<file path="src/rtl/gdprot_pkg.sv">
// Package of register map, field layout and reset values for the gate driver protection registers.
package gdprot_pkg;

   // Register byte offsets on the APB bus.
   localparam logic [7:0] GDPROT_CTRL_OFS = 8'h00;
   localparam logic [7:0] GDPROT_IE_OFS = 8'h04;
   localparam logic [7:0] GDPROT_DSE_OFS = 8'h08;
   localparam logic [7:0] GDPROT_LOCK_OFS = 8'h0c;
   localparam logic [7:0] GDPROT_EVF_OFS = 8'h10;
   localparam logic [7:0] GDPROT_STAT_OFS = 8'h14;

   // Control register fields.
   localparam int GDPROT_OVLVL_BIT = 7;
   localparam int GDPROT_UVLVL_BIT = 6;
   localparam int GDPROT_COARSE_LSB = 2;
   localparam int GDPROT_FINE_LSB = 0;

   // Interrupt enable fields.
   localparam int GDPROT_OCIE_LSB = 3;
   localparam int GDPROT_DSEIE_BIT = 2;
   localparam int GDPROT_HIIE_BIT = 1;
   localparam int GDPROT_LOIE_BIT = 0;

   // Desaturation flag fields.
   localparam int GDPROT_HSF_LSB = 4;
   localparam int GDPROT_LSF_LSB = 0;

   // Event flag fields, same positions as their enables.
   localparam int GDPROT_OCF_LSB = 3;
   localparam int GDPROT_HIF_BIT = 1;
   localparam int GDPROT_LOF_BIT = 0;

   // Reset values.
   localparam logic [7:0] GDPROT_CTRL_RST = 8'h00;
   localparam logic [7:0] GDPROT_IE_RST = 8'h00;
   localparam logic [7:0] GDPROT_DSE_RST = 8'h00;
   localparam logic [7:0] GDPROT_EVF_RST = 8'h00;

   // Blanking field values.
   localparam logic [3:0] GDPROT_COARSE_OFF = 4'hf;
   localparam logic [8:0] GDPROT_BLANK_EXTRA = 9'h002;

   // Blanking time in bus clock periods: (coarse + 1) * 2^(fine + 1) + 2.
   function automatic logic [8:0] gdprot_blank_cycles(input logic [3:0] coarse, input logic [1:0] fine);
      logic [8:0] base;
      base = {4'h0, coarse} + 9'h001;
      return (base << ({1'b0, fine} + 3'h1)) + GDPROT_BLANK_EXTRA;
   endfunction

endpackage

</file>
<file path="src/rtl/gdprot_blank.sv">
// One driver's desaturation blanking timer and error capture.
`timescale 1ns/10ps
`default_nettype none
module gdprot_blank (
   // Clock and reset
   input wire logic core_clk,
   input wire logic nrst,
   // Configuration
   input wire logic [8:0] blank_len,
   input wire logic capture_en,
   // Driver state
   input wire logic gate_on,
   input wire logic desat_sync,
   // Result
   output logic error_pulse
);
   logic gate_on_q;
   logic [8:0] cnt_q;
   logic [8:0] cnt_d;
   logic blanked;
   logic error_d;

   // The count restarts at each turn-on, the comparator is only believed after it ran out.
   assign blanked = cnt_q != 9'h000;
   assign cnt_d = (gate_on & ~gate_on_q) ? blank_len :
                  (blanked ? cnt_q - 9'h001 : cnt_q);
   assign error_d = capture_en & gate_on & gate_on_q & ~blanked & desat_sync;

   always_ff @(posedge core_clk) begin
      if (!nrst) begin
         gate_on_q <= 1'b0;
         cnt_q <= 9'h000;
         error_pulse <= 1'b0;
      end else begin
         gate_on_q <= gate_on;
         cnt_q <= cnt_d;
         error_pulse <= error_d;
      end
   end
endmodule // gdprot_blank
`default_nettype wire

</file>
<file path="src/rtl/gdprot_regs.sv">
// APB register bank and protection logic of a three-phase gate pre-driver.
// Operation
// - Control writes only while lock is clear
// - Lock stays set until reset
// - Bit 7 selects overvoltage threshold pair
// - Bit 6 selects undervoltage pair, variant-dependent
// - Blanking is ((coarse+1)*2^(fine+1)+2) cycles
// - Coarse all ones: no capture, pump disconnected
// - Interrupt enables writable regardless of lock
// - Bits 4-3 gate overcurrent interrupts
// - Bit 2 gates desaturation interrupt
// - Bit 1 gates supply overvoltage interrupt
// - Bit 0 gates lowside undervoltage interrupt
// - High-side desat error sets bits 6-4
// - Low-side desat error sets bits 2-0
// - Writing one clears a desat flag
//
// Our own choices: the APB interface to the registers and the register offsets.
`timescale 1ns/10ps
`default_nettype none
module gdprot_regs
#(
   parameter bit HAS_VLS_LEVEL = 1'b1,
   parameter int PHASES = 3
) (
   // Clock and reset
   input wire logic core_clk,
   input wire logic nrst,
   // APB slave
   input wire logic psel,
   input wire logic penable,
   input wire logic pwrite,
   input wire logic [7:0] paddr,
   input wire logic [31:0] pwdata,
   output logic [31:0] prdata,
   output logic pready,
   output logic pslverr,
   // Gate commands from the PWM, same clock
   input wire logic [PHASES-1:0] hs_gate_on,
   input wire logic [PHASES-1:0] ls_gate_on,
   // Comparator pins, asynchronous
   input wire logic [PHASES-1:0] hs_desat_cmp,
   input wire logic [PHASES-1:0] ls_desat_cmp,
   input wire logic [1:0] overcurrent_cmp,
   input wire logic supply_high_cmp,
   input wire logic lowside_supply_low_cmp,
   // Analog configuration
   output logic supply_overvoltage_level_select,
   output logic lowside_supply_undervoltage_level_select,
   output logic charge_pump_hs_connect,
   // Interrupt
   output logic irq
);
   import gdprot_pkg::*;

   logic [7:0] ctrl_q;
   logic [7:0] ie_q;
   logic [7:0] dse_q;
   logic [7:0] evf_q;
   logic lock_q;
   logic [7:0] ctrl_d;
   logic [7:0] ie_d;
   logic [7:0] dse_d;
   logic [7:0] evf_d;
   logic lock_d;

   // Two-stage synchronisers for the comparator pins.
   localparam int NSYNC = 2 * PHASES + 4;
   logic [NSYNC-1:0] pin_raw;
   logic [NSYNC-1:0] sync1_q;
   logic [NSYNC-1:0] sync2_q;
   logic [3:0] ev_prev_q;
   logic [3:0] ev_now;
   logic [3:0] ev_rise;

   assign pin_raw = {lowside_supply_low_cmp, supply_high_cmp, overcurrent_cmp, ls_desat_cmp, hs_desat_cmp};
   assign ev_now = sync2_q[NSYNC-1 -: 4];
   assign ev_rise = ev_now & ~ev_prev_q;

   // Bus decode. The slave answers in the first access cycle, so no wait state is ever inserted.
   logic setup_ph;
   logic wr_ok;
   logic hit_ctrl;
   logic hit_ie;
   logic hit_dse;
   logic hit_lock;
   logic hit_evf;
   logic hit_stat;
   logic mapped;
   logic [7:0] wdat;
   logic [7:0] rd_sel;
   logic slverr_d;

   assign setup_ph = psel & ~penable;
   assign wr_ok = psel & penable & pready & pwrite;
   assign hit_ctrl = paddr == GDPROT_CTRL_OFS;
   assign hit_ie = paddr == GDPROT_IE_OFS;
   assign hit_dse = paddr == GDPROT_DSE_OFS;
   assign hit_lock = paddr == GDPROT_LOCK_OFS;
   assign hit_evf = paddr == GDPROT_EVF_OFS;
   assign hit_stat = paddr == GDPROT_STAT_OFS;
   assign mapped = hit_ctrl | hit_ie | hit_dse | hit_lock | hit_evf | hit_stat;
   assign wdat = pwdata[7:0];
   assign slverr_d = setup_ph & ~mapped;

   // Reads are never blocked by the lock.
   assign rd_sel = hit_ctrl ? ctrl_q :
                   hit_ie ? ie_q :
                   hit_dse ? dse_q :
                   hit_lock ? {7'h00, lock_q} :
                   hit_evf ? evf_q :
                   hit_stat ? {4'h0, ev_now} : 8'h00;

   // Control register: frozen once the lock is set.
   logic [7:0] ctrl_mask;
   assign ctrl_mask = HAS_VLS_LEVEL ? 8'hff : 8'hbf;
   assign ctrl_d = (wr_ok & hit_ctrl & ~lock_q) ? (wdat & ctrl_mask) : ctrl_q;

   // The lock can only be set by software; nothing but reset clears it.
   assign lock_d = lock_q | (wr_ok & hit_lock & wdat[0]);

   // Interrupt enables ignore the lock.
   assign ie_d = (wr_ok & hit_ie) ? (wdat & 8'h1f) : ie_q;

   // Blanking and capture control.
   logic [3:0] coarse;
   logic [1:0] fine;
   logic [8:0] blank_len;
   logic capture_en;
   assign coarse = ctrl_q[GDPROT_COARSE_LSB +: 4];
   assign fine = ctrl_q[GDPROT_FINE_LSB +: 2];
   // Changing the blanking length while a channel is on only takes effect at its next turn-on; coarse all ones stops capture at once.
   assign blank_len = gdprot_blank_cycles(coarse, fine);
   assign capture_en = coarse != GDPROT_COARSE_OFF;

   logic [PHASES-1:0] hs_err;
   logic [PHASES-1:0] ls_err;

   genvar g;
   generate
      for (g = 0; g < PHASES; g++) begin : g_phase
         gdprot_blank u_hs (
            .core_clk(core_clk),
            .nrst(nrst),
            .blank_len(blank_len),
            .capture_en(capture_en),
            .gate_on(hs_gate_on[g]),
            .desat_sync(sync2_q[g]),
            .error_pulse(hs_err[g])
         );
         gdprot_blank u_ls (
            .core_clk(core_clk),
            .nrst(nrst),
            .blank_len(blank_len),
            .capture_en(capture_en),
            .gate_on(ls_gate_on[g]),
            .desat_sync(sync2_q[PHASES + g]),
            .error_pulse(ls_err[g])
         );
      end
   endgenerate

   // Desaturation flags: a new error wins over a clear in the same cycle.
   logic [7:0] dse_set;
   logic [7:0] dse_clr;
   assign dse_set = ({5'h00, hs_err} << GDPROT_HSF_LSB) | ({5'h00, ls_err} << GDPROT_LSF_LSB);
   assign dse_clr = (wr_ok & hit_dse) ? (wdat & 8'h77) : 8'h00;
   assign dse_d = (dse_q & ~dse_clr) | dse_set;

   // Event flags for overcurrent and supply faults, set on the comparator's rising edge.
   logic [7:0] evf_set;
   logic [7:0] evf_clr;
   assign evf_set = {3'h0, ev_rise[1:0], 1'b0, ev_rise[2], ev_rise[3]};
   assign evf_clr = (wr_ok & hit_evf) ? (wdat & 8'h1b) : 8'h00;
   assign evf_d = (evf_q & ~evf_clr) | evf_set;

   // Interrupt request: OR of every enabled source.
   logic oc_req;
   logic dse_req;
   logic hi_req;
   logic lo_req;
   logic irq_d;
   assign oc_req = |(ie_q[GDPROT_OCIE_LSB +: 2] & evf_q[GDPROT_OCF_LSB +: 2]);
   assign dse_req = ie_q[GDPROT_DSEIE_BIT] & (|dse_q);
   assign hi_req = ie_q[GDPROT_HIIE_BIT] & evf_q[GDPROT_HIF_BIT];
   assign lo_req = ie_q[GDPROT_LOIE_BIT] & evf_q[GDPROT_LOF_BIT];
   assign irq_d = oc_req | dse_req | hi_req | lo_req;

   always_ff @(posedge core_clk) begin
      if (!nrst) begin
         sync1_q <= '0;
         sync2_q <= '0;
         ev_prev_q <= 4'h0;
      end else begin
         sync1_q <= pin_raw;
         sync2_q <= sync1_q;
         ev_prev_q <= ev_now;
      end
   end

   always_ff @(posedge core_clk) begin
      if (!nrst) begin
         ctrl_q <= GDPROT_CTRL_RST;
         ie_q <= GDPROT_IE_RST;
         dse_q <= GDPROT_DSE_RST;
         evf_q <= GDPROT_EVF_RST;
         lock_q <= 1'b0;
      end else begin
         ctrl_q <= ctrl_d;
         ie_q <= ie_d;
         dse_q <= dse_d;
         evf_q <= evf_d;
         lock_q <= lock_d;
      end
   end

   always_ff @(posedge core_clk) begin
      if (!nrst) begin
         prdata <= 32'h0000_0000;
         pready <= 1'b0;
         pslverr <= 1'b0;
      end else begin
         pready <= setup_ph;
         pslverr <= slverr_d;
         if (setup_ph) begin
            prdata <= {24'h00_0000, rd_sel};
         end
      end
   end

   always_ff @(posedge core_clk) begin
      if (!nrst) begin
         supply_overvoltage_level_select <= 1'b0;
         lowside_supply_undervoltage_level_select <= 1'b0;
         charge_pump_hs_connect <= 1'b0;
         irq <= 1'b0;
      end else begin
         supply_overvoltage_level_select <= ctrl_q[GDPROT_OVLVL_BIT];
         lowside_supply_undervoltage_level_select <= ctrl_q[GDPROT_UVLVL_BIT];
         charge_pump_hs_connect <= capture_en;
         irq <= irq_d;
      end
   end
endmodule // gdprot_regs
`default_nettype wire

</file>
<file path="config.mk">
export PLATFORM = sky130hd
export DESIGN_NAME = gdprot_regs
export DESIGN_NICKNAME = d
export VERILOG_FILES = /design/src/rtl/gdprot_pkg.sv /design/src/rtl/gdprot_blank.sv /design/src/rtl/gdprot_regs.sv
export SDC_FILE = /design/constraint.sdc
export NUM_CORES = 1
export LEC_CHECK = 0
export BUFFER_PORTS_ARGS = -buffer_cell sky130_fd_sc_hd__buf_2
export CORE_ASPECT_RATIO = 1.4
export CORE_MARGIN = 2
export CORE_UTILIZATION = 55
export DETAILED_ROUTE_END_ITERATION = 6
export HOLD_SLACK_MARGIN = 0.02
export PLACE_DENSITY = 0.78
export SLEW_MARGIN = 20
export SYNTH_ARGS = -nofsm -noshare
export SYNTH_HDL_FRONTEND = slang
export SYNTH_SLANG_ARGS = --single-unit
</file>
<file path="constraint.sdc">
create_clock -name core_clk -period 4.5 [get_ports core_clk]
set_clock_uncertainty 0.15 [all_clocks]
set_input_delay 0.9 -clock core_clk [delete_from_list [all_inputs] [get_ports core_clk]]
set_output_delay 0.9 -clock core_clk [all_outputs]
set_load 0.01 [all_outputs]
</file>
==> flow_summary.json <==
{
  "status": "finished, final reports clean",
  "cp_cell_sequence": "ha_1, or3b_2, o211ai_2, and2_1, ha_1, and3_1, xor2_2, o221a_2",
  "core.rowCount": 46,
  "cts_buffers": 17,
  "clk_pin_slew_ns": 0.06,
  "period_needed_ns": 3.480,
  "grt_overflow": 0,
  "htreeDepth": 4,
  "die_w_um": 94.28,
  "clock_sinks": 128,
  "totalWireLength_um": 14770,
  "hp-start": "sync1_q[6]",
  "final_nets": 820,
  "final_cell_mix": "dfxtp_1 (128), nand2_1 (51), buf_2 (50), nor2_1 (47)",
  "synthFlopType": "dfxtp_1",
  "grt_max_degree": 83,
  "cts_resized": 0,
  "regArea_um2": 2562,
  "maxCapViolCount": 0,
  "seq_area_frac_synth_pct": 40.83,
  "grt_pass1_wl_um": 23750,
  "postCtsSetupBuffers": 0,
  "synth_top_area_cell": "dfxtp_1",
  "endpoint_kind": "flip-flop",
  "die_area_um2": 12290,
  "hold_violations": 0,
  "yosys_warnings": 0,
  "dp_hpwl_um": 9841,
  "gr-usage-all-layers_pct": 24.74,
  "fin_ws_ns": 1.020,
  "pre_cts_ws_ns": 1.109,
  "fin_tns_setup_ns": 0,
  "rsz0062_at_grt": "no",
  "finalSetupViolations": 0,
  "multi_input_area_um2": 3387,
  "first_pass_iters": 5,
  "cts_buffer_depth": 2,
  "worstMarginPinSlew_ns": 0.8483,
  "syn_area_um2": 6276,
  "port_buffers": 50,
  "grt_pass1_vias": 4982,
  "max_freq_mhz": 287.4,
  "grt_antenna_before_repair": 0,
  "critPathMostFrequentCell": "ha_1",
  "power_leakage_nw": 2.954,
  "fin_cells": 907,
  "period_share_pct": 77.33,
  "crit_arrival_ns": 3.69,
  "critPathLaunch": "ctrl_q[0]",
  "cts_tree": "built",
  "drc": 0,
  "syn-mean-instance-area_um2": 8.741,
  "hold_buffers": 0,
  "n_antenna_cell": 0,
  "wl_per_cell_um": 16.29,
  "maxSlewHeadroom_pct": 43.04,
  "die_h_um": 130.4,
  "slew_viol_final": 0,
  "synth_top_area_share_pct": 40.83,
  "slowest_delay_ns": 0.69,
  "cp_slowest_cell": "dfxtp_1",
  "vias_per_cell": 5.810,
  "gp_congestion": 0.8952,
  "initial_utilization_pct": 55.92,
  "postRouteAntennaNets": 0,
  "holdCritPathClass": "flip-flop to flip-flop",
  "synthTopCellsByArea": "dfxtp_1 (41%), and2_1 (3.7%), nand2_1 (3.1%)",
  "io_pins": 99,
  "r2r_start": "ctrl_q[0]",
  "ys_seq_elements": 128,
  "async_flop_share_pct": 0,
  "area_delta_synth_final_pct": 11.56,
  "vias": 5270,
  "layout_commonest_cell": "dfxtp_1",
  "dp_cells": 875,
  "n_fill_cell": 963,
  "drive_gt1_share_pct": 14.94,
  "required_ns": 4.71,
  "worstSetupPathType": "flip-flop to flip-flop",
  "netlist_instances": 718,
  "synth-edff-count": 0,
  "drtIter0Drc": 390,
  "crit_path_max_fanout": 17,
  "core-area_um2": 11220,
  "cts-root-buf": "clkbuf_16",
  "clk_latency_ns": 0.42,
  "synthDistinctLibCells": 74,
  "ir_drop_uv": 233.0,
  "start_kind": "flip-flop",
  "p_per_area_nw_per_um2": 509.1
}
==> sequential cells by signal, summed over array words and instances (netlist names), 5 cells and up <==
register and cells:
ie_q 5, ctrl_q 8, sync1_q 10, sync2_q 10, prdata 8, g_phase.u_ls.cnt_q 27
dse_q 6, g_phase.u_hs.cnt_q 27
==> cell families (layout without fill, tap and decap cells) <==
family          Yosys count  in the layout  synth area share (%)
mux                      19             19                 3.030
flops                   128            128                 40.83
other cells               1             24               0.05975
fa+ha+maj                 9              9                 1.794
simple gates            291            291                 25.90
compound gates          152            152                 16.53
xor+xnor                 37             37                 5.283
buf+inv                  81            103                 6.579
==> metrics by stage <==
step	utilization [%]	instance area (um2)	hold WS [ns]	power, mW
after floorplan	-	6362	0.2619	2.163
after global placement	57.58	6462	0.2631	2.260
after detailed placement	57.58	6462	0.2719	2.310
after CTS	62.39	7002	0.2878	3.571
after global routing	62.39	7002	0.2943	3.772
final	62.39	7002	0.2814	3.564
==> power by group <==
group          leakage (nW)  internal (mW)  switching [mW]
sequential             1.05           1.26           0.110
clock                 0.247          0.710           0.539
combinational          1.66          0.421           0.527
==> metal layers <==
| metal | global-route usage (%) | part of all wire, % |
|---|---|---|
| met1 | 28.60 | 40 |
| met2 | 42.52 | 51 |
| met4 | 12.45 | 3.4 |
| met5 | 0 | 0 |
| met3 | 6.078 | 5.8 |
==> layout make-up <==
class                           instances  share of cell area (%)
Inverter                               20                   1.072
Multi-Input combinational cell        532                   48.37
Timing Repair Buffer                   51                   3.681
Sequential cell                       128                   36.60
Tap cell                              144                   2.573
Clock buffer                           18                   6.129
Clock inverter                         14                   1.573
==> synth_stat cells (all sizes together) (9+ instances only) <==
cell    number
dfxtp      128
nand2       53
o211ai      10
ha           9
nand2b      18
clkbuf      28
nor3        23
o21ai       26
nor2b       25
inv         20
a21boi      11
o21a        12
and3        11
and2        37
buf         33
nand3       27
or3         12
xnor2       17
a21oi       38
xor2        20
mux2i       19
a31oi        9
nor2        47
==> worst paths after layout <==
kind / end / slack [ns] / depth (start not counted)
min reg2reg: sync2_q[6] / 0.28 / 1
max: g_phase[0].u_hs.cnt_q[5] / 1.02 / 8
min: sync2_q[6] / 0.28 / 1
max reg2reg: g_phase[0].u_hs.cnt_q[5] / 1.02 / 8
==> worst max-delay path: cells and delay by family, from the launching register on <==
| family | cells | cell delay [ns] |
|---|---|---|
| flip-flops | 1 | 0.69 |
| XOR/XNOR | 1 | 0.48 |
| AO/OA/AOI/OAI | 2 | 0.39 |
| AND/OR/NAND/NOR | 3 | 1.06 |
| adder cells (fa/ha/maj) | 2 | 0.64 |
No activity file was read; power rests on OpenSTA's default activity.
